[src/common/video_out_pkg.sv]
// constants and types for the video output control block
// How it works
// - two-bit timing mode picks line-locked, simplified pixel, or pixel interface; 11 invalid.
// - four-bit format picks 16-bit 4:2:2, 8-bit 4:2:2 or 12-bit 4:1:1.
// - three-state bit set forces pixel drivers off; clear lets the enable pin decide.
// - blanking-pass bit lets vertical blanking lines 1 to 21 skip full filtering.
// - range bit clear clamps codes to broadcast range; set allows full range.
// - extra-data select 000 outputs nothing and three-states the 12 extra pins.
// - stream revision bit picks older or newer embedded-sync compatibility.
// - four general output bits drive the general pins in selected formats.
// - low-pair enable drives general outputs 0 and 1, else three-stated.
// - high-pair enable drives general outputs 2 and 3, else three-stated.
// - chroma-blank bit blanks both colour-difference samples during vertical blanking.
// - lock-indicator enable puts horizontal lock on general pin 0 in any mode except line-locked.
// - five-bit margin places almost-empty and almost-full flag thresholds; default 00100.
// - writing one to fifo reset resets the fifo and the bit self-clears.
// - auto-reset bit resets the fifo at the end of every field.
// - flag timing bit times fifo flags from external clock or 27 MHz tick.
package video_out_pkg;
   localparam logic [7:0] IDX_OUTPUT_CONTROL = 8'h03;
   localparam logic [7:0] IDX_EXTENDED_OUTPUT_CONTROL = 8'h04;
   localparam logic [7:0] IDX_GENERAL_PURPOSE_OUTPUT = 8'h05;
   localparam logic [7:0] IDX_FIFO_CONTROL = 8'h07;
   localparam logic [7:0] IDX_IRQ_STATUS = 8'h10;
   localparam logic [7:0] IDX_IRQ_MASK = 8'h11;
   localparam logic [7:0] IDX_BLOCK_STATE = 8'h12;
   localparam logic [7:0] RST_OUTPUT_CONTROL = 8'h0C;
   localparam logic [7:0] RST_EXTENDED_OUTPUT_CONTROL = 8'h0C;
   localparam logic [7:0] RST_GENERAL_PURPOSE_OUTPUT = 8'h00;
   localparam logic [7:0] RST_FIFO_CONTROL = 8'h04;
   localparam int MODE_LSB = 0;
   localparam int FORMAT_LSB = 2;
   localparam int THREE_STATE_BIT = 6;
   localparam int BLANK_PASS_BIT = 7;
   localparam int RANGE_BIT = 0;
   localparam int EXTRA_LSB = 4;
   localparam int STREAM_REV_BIT = 7;
   localparam int LOW_PAIR_BIT = 4;
   localparam int HIGH_PAIR_BIT = 5;
   localparam int CHROMA_BLANK_BIT = 6;
   localparam int LOCK_IND_BIT = 7;
   localparam int MARGIN_LSB = 0;
   localparam int FIFO_RESET_BIT = 5;
   localparam int AUTO_RESET_BIT = 6;
   localparam int FLAG_TIMING_BIT = 7;
   localparam logic [1:0] MODE_LINE_LOCKED = 2'h0;
   localparam logic [1:0] MODE_INVALID = 2'h3;
   localparam logic [3:0] FMT_16BIT_422 = 4'h2;
   localparam logic [3:0] FMT_8BIT_422 = 4'h3;
   localparam logic [3:0] FMT_12BIT_411 = 4'h4;
   localparam logic [7:0] LUMA_MIN = 8'h10;
   localparam logic [7:0] LUMA_MAX = 8'hEB;
   localparam logic [7:0] CHROMA_MAX = 8'hF0;
   localparam logic [7:0] CHROMA_ZERO = 8'h80;
   localparam logic [9:0] BLANK_LAST_LINE = 10'h015;
   localparam logic [6:0] FIFO_DEPTH = 7'h40;
   localparam logic [6:0] FIFO_HALF = 7'h20;
   localparam int IRQ_FIFO_RESET = 0;
   localparam int IRQ_FIELD_END = 1;
   localparam int IRQ_BAD_CONFIG = 2;
   localparam int IRQ_LOCK_CHANGE = 3;
   typedef enum logic [3:0] {
      BUS_IDLE = 4'b0001,
      BUS_WRITE = 4'b0010,
      BUS_READ_WAIT = 4'b0100,
      BUS_READ_DONE = 4'b1000
   } bus_state_t;
endpackage

[src/core/video_output_control.sv]
// register file and pixel output port control
`timescale 1ns/1ns
`default_nettype none
module video_output_control
(
   input wire logic hclk,
   input wire logic hresetn,
   input wire logic hsel,
   input wire logic [31:0] haddr,
   input wire logic [1:0] htrans,
   input wire logic hwrite,
   input wire logic [2:0] hsize,
   input wire logic [31:0] hwdata,
   input wire logic hready,
   output logic hreadyout,
   output logic hresp,
   output logic [31:0] hrdata,
   input wire logic [7:0] luma_in,
   input wire logic [7:0] chroma_in,
   input wire logic pixel_valid,
   input wire logic [9:0] line_number,
   input wire logic vertical_blank,
   input wire logic field_end,
   input wire logic horizontal_lock,
   input wire logic [6:0] fifo_level,
   input wire logic tick_27mhz,
   input wire logic external_input_clock,
   input wire logic output_enable_n,
   output logic [15:0] pixel_out,
   output logic pixel_oe,
   output logic half_rate_pixel_clock,
   output logic [11:0] extra_data_out,
   output logic extra_data_oe,
   output logic [3:0] general_outputs,
   output logic [3:0] general_outputs_oe,
   output logic minimal_filter,
   output logic full_range,
   output logic stream_rev_new,
   output logic fifo_reset,
   output logic almost_empty_flag,
   output logic almost_full_flag,
   output logic half_full_flag,
   output logic irq
);
   import video_out_pkg::*;
   function automatic logic [7:0] clamp(input logic [7:0] v, input logic [7:0] hi);
      clamp = (v < LUMA_MIN) ? LUMA_MIN : ((v > hi) ? hi : v);
   endfunction
   function automatic logic fmt_known(input logic [3:0] f);
      fmt_known = (f == FMT_16BIT_422) || (f == FMT_8BIT_422) || (f == FMT_12BIT_411);
   endfunction

   bus_state_t state_reg;
   logic [7:0] addr_reg, rd_next, output_control_reg, fifo_control_reg;
   logic [7:0] extended_output_control_reg, general_purpose_output_reg;
   logic [3:0] irq_status_reg, irq_mask_reg, irq_event;
   logic oe_meta_reg, oe_sync_reg;
   logic clk_meta_reg, clk_sync_reg, clk_prev_reg;
   logic lock_prev_reg;
   logic [7:0] luma_q_reg, chroma_q_reg;
   logic valid_q_reg, phase_reg;
   logic [1:0] mode;
   logic [3:0] fmt;
   logic [4:0] margin;
   logic cfg_ok, flag_tick, gp_format, wr_ok;

   assign mode = output_control_reg[MODE_LSB +: 2];
   assign fmt = output_control_reg[FORMAT_LSB +: 4];
   assign margin = fifo_control_reg[MARGIN_LSB +: 5];
   // invalid mode or unused format keeps the pixel bus quiet
   assign cfg_ok = (mode != MODE_INVALID) && fmt_known(fmt);
   assign gp_format = (fmt == FMT_8BIT_422) || (fmt == FMT_12BIT_411);
   assign wr_ok = (state_reg == BUS_WRITE);

   // bus: zero-wait writes, reads take one wait state so a just-written value is seen
   always_ff @(posedge hclk or negedge hresetn)
   begin
      if (!hresetn)
      begin
         state_reg <= BUS_IDLE;
         addr_reg <= 8'h00;
      end
      else if (state_reg == BUS_READ_WAIT)
         state_reg <= BUS_READ_DONE;
      else if (hsel && hready && htrans[1])
      begin
         state_reg <= hwrite ? BUS_WRITE : BUS_READ_WAIT;
         addr_reg <= haddr[9:2];
      end
      else if (hready)
         state_reg <= BUS_IDLE;
   end

   assign hreadyout = (state_reg != BUS_READ_WAIT);
   assign hresp = 1'b0;
   always_comb
   begin
      case (addr_reg)
         IDX_OUTPUT_CONTROL: rd_next = output_control_reg;
         IDX_EXTENDED_OUTPUT_CONTROL: rd_next = extended_output_control_reg;
         IDX_GENERAL_PURPOSE_OUTPUT: rd_next = general_purpose_output_reg;
         IDX_FIFO_CONTROL: rd_next = fifo_control_reg;
         IDX_IRQ_STATUS: rd_next = {4'h0, irq_status_reg};
         IDX_IRQ_MASK: rd_next = {4'h0, irq_mask_reg};
         IDX_BLOCK_STATE: rd_next = {2'h0, horizontal_lock, cfg_ok, half_full_flag,
                                     almost_full_flag, almost_empty_flag, fifo_reset};
         default: rd_next = 8'h00;
      endcase
   end

   always_ff @(posedge hclk or negedge hresetn)
   begin
      if (!hresetn)
         hrdata <= 32'h00000000;
      else if (state_reg == BUS_READ_WAIT)
         hrdata <= {24'h000000, rd_next};
   end

   // control registers; reserved extended bits are stored as written
   always_ff @(posedge hclk or negedge hresetn)
   begin
      if (!hresetn)
      begin
         output_control_reg <= RST_OUTPUT_CONTROL;
         extended_output_control_reg <= RST_EXTENDED_OUTPUT_CONTROL;
         general_purpose_output_reg <= RST_GENERAL_PURPOSE_OUTPUT;
         irq_mask_reg <= 4'h0;
      end
      else if (wr_ok)
      begin
         if (addr_reg == IDX_OUTPUT_CONTROL)
            output_control_reg <= hwdata[7:0];
         if (addr_reg == IDX_EXTENDED_OUTPUT_CONTROL)
            extended_output_control_reg <= hwdata[7:0];
         if (addr_reg == IDX_GENERAL_PURPOSE_OUTPUT)
            general_purpose_output_reg <= hwdata[7:0];
         if (addr_reg == IDX_IRQ_MASK)
            irq_mask_reg <= hwdata[3:0];
      end
   end

   // fifo control: reset bit stays one for a cycle, then clears itself
   always_ff @(posedge hclk or negedge hresetn)
   begin
      if (!hresetn)
         fifo_control_reg <= RST_FIFO_CONTROL;
      else if (wr_ok && addr_reg == IDX_FIFO_CONTROL)
         fifo_control_reg <= hwdata[7:0];
      else
         fifo_control_reg[FIFO_RESET_BIT] <= 1'b0;
   end

   always_ff @(posedge hclk or negedge hresetn)
   begin
      if (!hresetn)
         fifo_reset <= 1'b0;
      else
         fifo_reset <= fifo_control_reg[FIFO_RESET_BIT] ||
                       (field_end && fifo_control_reg[AUTO_RESET_BIT]);
   end

   // interrupts: sticky, write one to clear, a new event wins over the clear
   assign irq_event[IRQ_FIFO_RESET] = fifo_reset;
   assign irq_event[IRQ_FIELD_END] = field_end;
   assign irq_event[IRQ_BAD_CONFIG] = !cfg_ok;
   assign irq_event[IRQ_LOCK_CHANGE] = horizontal_lock ^ lock_prev_reg;

   always_ff @(posedge hclk or negedge hresetn)
   begin
      if (!hresetn)
      begin
         irq_status_reg <= 4'h0;
         lock_prev_reg <= 1'b0;
      end
      else
      begin
         lock_prev_reg <= horizontal_lock;
         if (wr_ok && addr_reg == IDX_IRQ_STATUS)
            irq_status_reg <= (irq_status_reg & ~hwdata[3:0]) | irq_event;
         else
            irq_status_reg <= irq_status_reg | irq_event;
      end
   end
   assign irq = |(irq_status_reg & irq_mask_reg);
   // pin synchronisers; the enable pin and the external clock come from outside
   always_ff @(posedge hclk or negedge hresetn)
   begin
      if (!hresetn)
      begin
         oe_meta_reg <= 1'b1;
         oe_sync_reg <= 1'b1;
         clk_meta_reg <= 1'b0;
         clk_sync_reg <= 1'b0;
         clk_prev_reg <= 1'b0;
      end
      else
      begin
         oe_meta_reg <= output_enable_n;
         oe_sync_reg <= oe_meta_reg;
         clk_meta_reg <= external_input_clock;
         clk_sync_reg <= clk_meta_reg;
         clk_prev_reg <= clk_sync_reg;
      end
   end

   // flags refresh on the chosen timebase or on a fifo reset
   assign flag_tick = fifo_control_reg[FLAG_TIMING_BIT] ? tick_27mhz :
                      (clk_sync_reg && !clk_prev_reg);

   always_ff @(posedge hclk or negedge hresetn)
   begin
      if (!hresetn)
      begin
         almost_empty_flag <= 1'b1;
         almost_full_flag <= 1'b0;
         half_full_flag <= 1'b0;
      end
      else if (fifo_reset || flag_tick)
      begin
         almost_empty_flag <= fifo_reset || (fifo_level <= {2'b00, margin});
         almost_full_flag <= !fifo_reset && (fifo_level >= (FIFO_DEPTH - {2'b00, margin}));
         half_full_flag <= !fifo_reset && (fifo_level >= FIFO_HALF);
      end
   end

   // stage one: range limit and chroma blanking
   always_ff @(posedge hclk or negedge hresetn)
   begin
      if (!hresetn)
      begin
         luma_q_reg <= LUMA_MIN;
         chroma_q_reg <= CHROMA_ZERO;
         valid_q_reg <= 1'b0;
         minimal_filter <= 1'b0;
      end
      else
      begin
         valid_q_reg <= pixel_valid;
         minimal_filter <= output_control_reg[BLANK_PASS_BIT] && vertical_blank &&
                           line_number != 10'h000 && line_number <= BLANK_LAST_LINE;
         if (pixel_valid)
         begin
            luma_q_reg <= extended_output_control_reg[RANGE_BIT] ? luma_in :
                          clamp(luma_in, LUMA_MAX);
            if (vertical_blank && general_purpose_output_reg[CHROMA_BLANK_BIT])
               chroma_q_reg <= CHROMA_ZERO;
            else
               chroma_q_reg <= extended_output_control_reg[RANGE_BIT] ? chroma_in :
                               clamp(chroma_in, CHROMA_MAX);
         end
      end
   end

   // stage two: bus packing; 8-bit format alternates chroma then luma
   always_ff @(posedge hclk or negedge hresetn)
   begin
      if (!hresetn)
      begin
         pixel_out <= 16'h0000;
         phase_reg <= 1'b0;
         half_rate_pixel_clock <= 1'b0;
         extra_data_out <= 12'h000;
      end
      else if (valid_q_reg)
      begin
         phase_reg <= !phase_reg;
         half_rate_pixel_clock <= !half_rate_pixel_clock;
         extra_data_out <= {chroma_q_reg, luma_q_reg[3:0]};
         case (fmt)
            FMT_16BIT_422: pixel_out <= {luma_q_reg, chroma_q_reg};
            FMT_8BIT_422: pixel_out <= {8'h00, phase_reg ? luma_q_reg : chroma_q_reg};
            FMT_12BIT_411: pixel_out <= {4'h0, luma_q_reg, chroma_q_reg[7:4]};
            default: pixel_out <= 16'h0000;
         endcase
      end
   end

   // driver enables and general outputs
   always_ff @(posedge hclk or negedge hresetn)
   begin
      if (!hresetn)
      begin
         pixel_oe <= 1'b0;
         extra_data_oe <= 1'b0;
         general_outputs <= 4'h0;
         general_outputs_oe <= 4'h0;
         full_range <= 1'b0;
         stream_rev_new <= 1'b0;
      end
      else
      begin
         pixel_oe <= cfg_ok && !output_control_reg[THREE_STATE_BIT] && !oe_sync_reg;
         extra_data_oe <= cfg_ok && !output_control_reg[THREE_STATE_BIT] && !oe_sync_reg &&
                          extended_output_control_reg[EXTRA_LSB +: 3] != 3'h0;
         full_range <= extended_output_control_reg[RANGE_BIT];
         stream_rev_new <= extended_output_control_reg[STREAM_REV_BIT];
         general_outputs[3:1] <= general_purpose_output_reg[3:1];
         if (general_purpose_output_reg[LOCK_IND_BIT] && mode != MODE_LINE_LOCKED)
            general_outputs[0] <= horizontal_lock;
         else
            general_outputs[0] <= general_purpose_output_reg[0];
         general_outputs_oe[1:0] <= {2{gp_format && general_purpose_output_reg[LOW_PAIR_BIT]}};
         general_outputs_oe[3:2] <= {2{gp_format && general_purpose_output_reg[HIGH_PAIR_BIT]}};
      end
   end

   property p_three_state;
      @(posedge hclk) disable iff (!hresetn)
      output_control_reg[THREE_STATE_BIT] |=> !pixel_oe;
   endproperty
   a_three_state: assert property (p_three_state) else $error("pixel drivers on while forced off");

   property p_pin_follow;
      @(posedge hclk) disable iff (!hresetn)
      $fell(oe_sync_reg) && cfg_ok && !output_control_reg[THREE_STATE_BIT]
      && $stable(output_control_reg) |=> pixel_oe;
   endproperty
   a_pin_follow: assert property (p_pin_follow) else $error("pixel drivers ignore enable pin");

   property p_bad_mode;
      @(posedge hclk) disable iff (!hresetn)
      mode == MODE_INVALID |=> !pixel_oe && irq_status_reg[IRQ_BAD_CONFIG];
   endproperty
   a_bad_mode: assert property (p_bad_mode) else $error("invalid mode drives bus");

   property p_range;
      @(posedge hclk) disable iff (!hresetn)
      pixel_valid && !extended_output_control_reg[RANGE_BIT]
      |=> luma_q_reg >= LUMA_MIN && luma_q_reg <= LUMA_MAX;
   endproperty
   a_range: assert property (p_range) else $error("luma outside broadcast range");

   property p_chroma_blank;
      @(posedge hclk) disable iff (!hresetn)
      pixel_valid && vertical_blank && general_purpose_output_reg[CHROMA_BLANK_BIT]
      |=> chroma_q_reg == CHROMA_ZERO;
   endproperty
   a_chroma_blank: assert property (p_chroma_blank) else $error("chroma not blanked");

   property p_extra_off;
      @(posedge hclk) disable iff (!hresetn)
      extended_output_control_reg[EXTRA_LSB +: 3] == 3'h0 |=> !extra_data_oe;
   endproperty
   a_extra_off: assert property (p_extra_off) else $error("extra pins driven with select 000");

   property p_low_pair;
      @(posedge hclk) disable iff (!hresetn)
      !general_purpose_output_reg[LOW_PAIR_BIT] |=> general_outputs_oe[1:0] == 2'b00;
   endproperty
   a_low_pair: assert property (p_low_pair) else $error("low pair driven while disabled");

   property p_high_pair;
      @(posedge hclk) disable iff (!hresetn)
      !general_purpose_output_reg[HIGH_PAIR_BIT] |=> general_outputs_oe[3:2] == 2'b00;
   endproperty
   a_high_pair: assert property (p_high_pair) else $error("high pair driven while disabled");

   property p_lock_pin;
      @(posedge hclk) disable iff (!hresetn)
      general_purpose_output_reg[LOCK_IND_BIT] && mode != MODE_LINE_LOCKED
      |=> general_outputs[0] == $past(horizontal_lock);
   endproperty
   a_lock_pin: assert property (p_lock_pin) else $error("pin 0 not showing lock");

   property p_soft_reset;
      @(posedge hclk) disable iff (!hresetn)
      fifo_control_reg[FIFO_RESET_BIT] |=> fifo_reset ##1 !fifo_control_reg[FIFO_RESET_BIT] || wr_ok;
   endproperty
   a_soft_reset: assert property (p_soft_reset) else $error("fifo reset bit misbehaves");

   property p_auto_reset;
      @(posedge hclk) disable iff (!hresetn)
      field_end && fifo_control_reg[AUTO_RESET_BIT] |=> fifo_reset;
   endproperty
   a_auto_reset: assert property (p_auto_reset) else $error("no fifo reset at field end");

   property p_blank_pass;
      @(posedge hclk) disable iff (!hresetn)
      !output_control_reg[BLANK_PASS_BIT] |=> !minimal_filter;
   endproperty
   a_blank_pass: assert property (p_blank_pass) else $error("filter bypass while disabled");

   property p_flag_hold;
      @(posedge hclk) disable iff (!hresetn)
      !flag_tick && !fifo_reset |=> $stable(almost_full_flag) && $stable(almost_empty_flag);
   endproperty
   a_flag_hold: assert property (p_flag_hold) else $error("flag moved off its timebase");

   property p_full_flag;
      @(posedge hclk) disable iff (!hresetn)
      flag_tick && !fifo_reset && fifo_level == FIFO_DEPTH |=> almost_full_flag && !almost_empty_flag;
   endproperty
   a_full_flag: assert property (p_full_flag) else $error("almost full missing at full");
endmodule
`default_nettype wire

[config.mk]
export PLATFORM = sky130hd
export DESIGN_NAME = video_output_control
export DESIGN_NICKNAME = d
export VERILOG_FILES = /design/src/common/video_out_pkg.sv /design/src/core/video_output_control.sv
export SDC_FILE = /design/constraint.sdc
export NUM_CORES = 1
export LEC_CHECK = 0
export BUFFER_PORTS_ARGS = -buffer_cell sky130_fd_sc_hd__buf_4
export CORE_UTILIZATION = 49
export CTS_CLUSTER_DIAMETER = 50
export DETAILED_ROUTE_END_ITERATION = 12
export GPL_ROUTABILITY_DRIVEN = 1
export PLACE_DENSITY = 0.79
export SLEW_MARGIN = 20
export SYNTH_ARGS = -nofsm -noshare
export SYNTH_HDL_FRONTEND = slang
export SYNTH_SLANG_ARGS = --single-unit
[constraint.sdc]
create_clock -name hclk -period 2.1 [get_ports hclk]
set_input_delay 0.42 -clock hclk [delete_from_list [all_inputs] [get_ports hclk]]
set_output_delay 0.42 -clock hclk [all_outputs]
set_load 0.03 [all_outputs]
# Word level (Yosys, flattened, before mapping)
# Index checks and enable logic that the tools add are counted.
[op_classes]
addsub = 1
multipliers = 0
div_mod_pow = 0
magnitude_cmp = 8
eq_ne = 14
shifts = 0
n_mux = 18
bitwise = 7
n_reduce_logical = 42
[ops]
columns = ["cell", "n"]
rows = [
  ["$mux W8", 8],
  ["$pmux W8 S7", 1],
  ["$pmux W16 S3", 1],
  ["$eq A8 B3 Y1 const B", 3],
  ["$eq A8 B5 Y1 const B", 3],
  ["$logic_and A1 B1 Y1", 19],
  ["$gt A8 B8 Y1 const B", 2],
  ["$lt A8 B5 Y1 const B", 2],
  ["$mux W4", 4],
  ["$eq A4 B2 Y1 const B", 3],
  ["$le A10 B5 Y1 const B", 1],
  ["$reduce_and A2 Y1", 5],
  ["$reduce_bool A10 Y1", 1],
  ["$and A4 B4 Y4", 2],
  ["$eq A4 B3 Y1 const B", 2],
  ["$eq A8 B2 Y1 const B", 1],
  ["$or A4 B4 Y4", 2],
  ["$ge A7 B6 Y1 const B", 1],
  ["$ge A7 B7 Y1", 1],
  ["$le A7 B5 Y1", 1],
  ["$logic_not A1 Y1", 7],
  ["$sub A7 B5 Y7 const A", 1],
  ["$logic_or A1 B1 Y1", 6],
  ["$reduce_bool A3 Y1", 2],
  ["other kinds (9)", 11],
]
[totals]
regBits = 129
latchBits = 0
ramBits = 0
rom_bits = 0
input_bits = 114
output_inout_bits = 81
word_cells = 124
memories = 0

# Logic depth before layout (Yosys ltp)
[logic_depth]
ltp_word = 7
ltp_mapped = 11
mapped_depth_nobuf = 11

# Worst setup path before layout
# Ideal clock, no wire load.
[synth_path]
path_kind = "register to register"
startpoint = "reg addr_reg[5]"
endpoint = "reg irq_mask_reg[0]"
setup_ns = 0.125
t_arrival_ns = 1.768
required_time_ns = 1.975
slack_ns = 0.207
path_stages_with_launch = 5
path_buffers = 0
period_less_slack_ns = 1.893
cell_sequence = "dfrtp_1 > nor4_4 > nand2_1 > nor3_4 > mux2_2"
[synth_between]
elab_chain_cells = 2
[synth_rtl]
columns = ["element", "line_no", "text"]
rows = [
  ["start: declaration", "video_output_control.sv:54", "logic [7:0] addr_reg, rd_next, output_control_reg, fifo_control_reg;"],
  ["start signal: assignment", "video_output_control.sv:88", "addr_reg <= haddr[9:2];"],
  ["$eq A8 B5 Y1", "video_output_control.sv:137", "if (addr_reg == IDX_IRQ_MASK)"],
  ["$reduce_and A2 Y1 (no line)", "--", ""],
  ["end signal: assignment", "video_output_control.sv:138", "irq_mask_reg <= hwdata[3:0];"],
  ["end: declaration", "video_output_control.sv:56", "logic [3:0] irq_status_reg, irq_mask_reg, irq_event;"],
]
# Every way passes these cells.
# A chain may end at the register's enable or synchronous reset.

# Final worst setup path
[layout_path]
startpoint = "reg fifo_control_reg[2]"
endpoint = "reg almost_full_flag"
[layout_between]
elab_chain_cells = 3
[layout_rtl]
columns = ["element", "line_no", "text"]
rows = [
  ["start: declaration", "video_output_control.sv:54", ""],
  ["start signal: assignment", "video_output_control.sv:148", "fifo_control_reg <= hwdata[7:0];"],
  ["$sub A7 B5 Y7", "video_output_control.sv:221", "almost_full_flag <= !fifo_reset && (fifo_level >= (FIFO_DEPTH - {2'b00, margin}));"],
  ["$ge A7 B7 Y1", "video_output_control.sv:221", ""],
  ["$logic_and A1 B1 Y1", "video_output_control.sv:221", ""],
  ["end signal: assignment", "video_output_control.sv:221", ""],
  ["end: declaration", "video_output_control.sv:41", "output logic almost_full_flag,"],
]
# Every way passes these cells.

==> run summary <==
GPL Wtd Cong -> 0.906
Synth Area per Inst -> 11.2 um^2
P_sw -> 1960 uW
power share of the clock group -> 0.420
port bufs -> 117
Ys Warns -> 0
min cycle time layout -> 2.01 ns
Ant. Diodes -> 0
post-synthesis mux area share -> 0.131
Rel. slew slack -> 0.646
Worst-Margin Slew -> 0.531 ns
first-pass GRT wire length -> 23700 um
grt ovf -> 0
Initial DRC Count -> 366
Setup TNS -> 0 ns
Gate power share -> 0.167
routed len/inst -> 17.1 um
Setup CP Type -> register to register
TritonCTS clock tree -> built
simple-gate share of the synthesized area -> 0.121
via-per-instance ratio -> 5.43
Setup Fix Bufs, Post-CTS -> 0
clock root buffer -> clkbuf_16
via count -> 4672
Cell Pwr Density -> 902 mW/mm^2
Synth Register Bits -> 128
largest family of logic cells by synthesized area -> multiplexers
CP max FO -> 5
Largest regs -> pixel_out: 16 flops, extra_data_out: 12 flops
Die Y -> 113 um
Seq pwr share -> 0.413
final setup fails -> 0
RSZ-0062 raised after global routing -> false
Initial Util -> 0.505
status -> finished clean
worst skew pair latency -> 0.41 ns
Area Growth Syn to Fin -> 28.3%
drc violations -> 0
Core Rows -> 40
Int Power -> 5090 uW
skew final -> 0.00650 ns
Largest Register -> pixel_out
Max Root-Sink Buffers -> 2
hpwl dp -> 10600 um
Sw Ratio -> 0.278
critical path capture point type -> register
Worst-path clk slew -> 0.06 ns
first-pass iteration count of the detailed router -> 5
Sink Count -> 128
Critical Path RT -> 2.38 ns
Synth Area in Compound Gates -> 0.125
fmax -> 0.498 GHz
layout cell share with drive strength beyond 1 -> 0.362
Pins Over Slew Limit -> 0
Layout Nets -> 806
Hold Slack -> 0.113 ns
# IOs -> 195
XOR/XNOR share of the synthesized area -> 0.00719
die area -> 0.0129 mm^2
post-synthesis sequential area ratio -> 0.528
Final ANT Viol Nets -> 0
Final Cycle Share -> 0.955
Adder-Cell Fraction of Synth Area -> 0.0247
Total GRT Usage -> 0.241
vias in the first global route -> 4637
Total Routed Length -> 14700 um
max reg flops -> 16
Hold Crit Class -> primary input to register
CTS Buf Count -> 17
pin count of the biggest net entering global routing -> 51
Cells after Synth -> 544
Post-Syn Area -> 0.00609 mm^2
worst vdd ir -> 472 uV
nature of the critical path startpoint -> register
antenna violations before repair -> 0
WP data arrival -> 2.29 ns
maximum capacitance violations -> 0
post-synth cell types -> 60
final hold violations -> 0
Post-synth ARST share -> 1.00
total core area -> 0.0121 mm^2
ys flop type -> dfrtp_1
Die W -> 113 um
H-tree level count -> 4
P_leak -> 0.00370 uW
EDFF count, synth -> 0
## worst max-delay path, stage by stage, from the launching register on
cell and delay (ns):
dfstp_2 0.57, nor2_1 0.08, nand3_1 0.12, nand2_1 0.07, ha_1 0.29, a21o_1 0.19, a21oi_1 0.14, o21ai_0 0.11
a211oi_1 0.22, nor3_1 0.08
## logic make-up (layout without fill, tap and decap cells)
family,Yosys count,in the layout
xor+xnor,5,5
fa+ha+maj,12,12
flops,128,128
other cells,1,25
buf+inv,73,198
simple gates,132,132
compound gates,121,121
mux,72,72
## cell type report
class                   count  area, um^2
clock buffers              21         460
clock inverters            11         138
fillers                   958        4250
inverters                  30         113
multi-input cells         367        2600
flip-flops and latches    128        3220
well taps                 168         210
repair buffers            136        1070
## per-layer routing
metal	track usage	part of all wire	routed length [um]	up-vias
li1	-	-	-	2165
met1	0.318	0.43	6350	2288
met5	0	0	0	-
met4	0.107	0.023	340	0
met2	0.385	0.49	7210	194
met3	0.0499	0.055	802	25
## final timing paths
| path | from | endpoint | slack [ns] | depth (start not counted) |
|---|---|---|---|---|
| worst min register to register | clk_meta_reg | clk_sync_reg | 0.35 | 0 |
| min in group asynchronous | hresetn | pixel_out[11] | 0.53 | 2 |
| worst min-delay path | external_input_clock | clk_meta_reg | 0.11 | 1 |
| worst max-delay path | fifo_control_reg[2] | almost_full_flag | 0.09 | 9 |
| worst max register to register | fifo_control_reg[2] | almost_full_flag | 0.09 | 9 |
| max in group asynchronous | hresetn | almost_empty_flag | 0.87 | 3 |
## power groups by stage
| stage | Sequential (uW) | Combinational [uW] | Clock [uW] |
|---|---|---|---|
| 3_3_place_gp | 2930 | 1140 | 0 |
| 6_report | 2910 | 1180 | 2960 |
| 5_1_grt | 2940 | 1270 | 3110 |
| 4_1_cts | 2910 | 1180 | 3000 |
| 3_5_place_dp | 2950 | 1170 | 0 |
| 2_1_floorplan | 3030 | 619 | 0 |
## cells in the final DEF (no fill, tap or decap), types with 5 or more instances in the layout
| cell | n |
|---|---|
| ha_1 | 11 |
| nor2_1 | 34 |
| a21o_1 | 8 |
| mux2_2 | 59 |
| mux2i_1 | 12 |
| inv_1 | 29 |
| dfrtp_1 | 116 |
| clkinv_2 | 5 |
| o22ai_1 | 9 |
| clkbuf_16 | 17 |
| a22oi_1 | 15 |
| o21ai_0 | 34 |
| conb_1 | 25 |
| nor3_1 | 7 |
| dfstp_2 | 11 |
| buf_4 | 131 |
| a21oi_1 | 31 |
| nand2_1 | 41 |
| nor2b_1 | 6 |
| nand3_1 | 12 |
## through the flow
stage / area [um^2] / cells / setup slack [ns] / util / total power, uW
6_report: 7810 / 861 / 0.0939 / 0.648 / 7050
5_1_grt: 7810 / 861 / 0.0221 / 0.648 / 7330
4_1_cts: 7800 / 861 / 0.0774 / 0.647 / 7080
3_5_place_dp: 7190 / 828 / 0.0922 / 0.596 / 4110
3_3_place_gp: 7190 / 828 / 0.140 / 0.596 / 4070
2_1_floorplan: 6180 / 568 / 0.207 / - / 3650
## Yosys cell counts, types with 2 or more instances
cell	count	area, um^2
dfrtp_1	117	2930
mux2_2	59	664
nand2_1	41	154
nor2_1	34	128
o21ai_0	34	170
a21oi_1	31	155
inv_1	30	113
buf_4	27	203
a22oi_1	15	113
clkbuf_1	12	45.0
ha_1	12	150
mux2i_1	12	120
nand3_1	12	60.1
dfstp_2	11	289
o22ai_1	9	56.3
a21o_1	8	60.1
nor3_1	7	35.0
nor2b_1	6	37.5
buf_2	4	20.0
nor3_4	4	65.1
xor2_1	4	35.0
a211oi_1	3	22.5
a221oi_1	3	26.3
and3_1	3	18.8
nor3b_1	3	22.5
a22o_1	2	17.5
and2_1	2	12.5
nand2b_1	2	12.5
nand4_1	2	12.5
o2111ai_1	2	17.5
o22a_1	2	17.5
o32ai_1	2	17.5
or4_1	2	15.0
## what timing repair did
action	CTS	global route
hold buffers	1	0
endpoints found under the setup margin	0	2
hold endpoints to repair	7	0
resized for setup	0	4
Note: power is estimated with default switching activity, not from simulation.
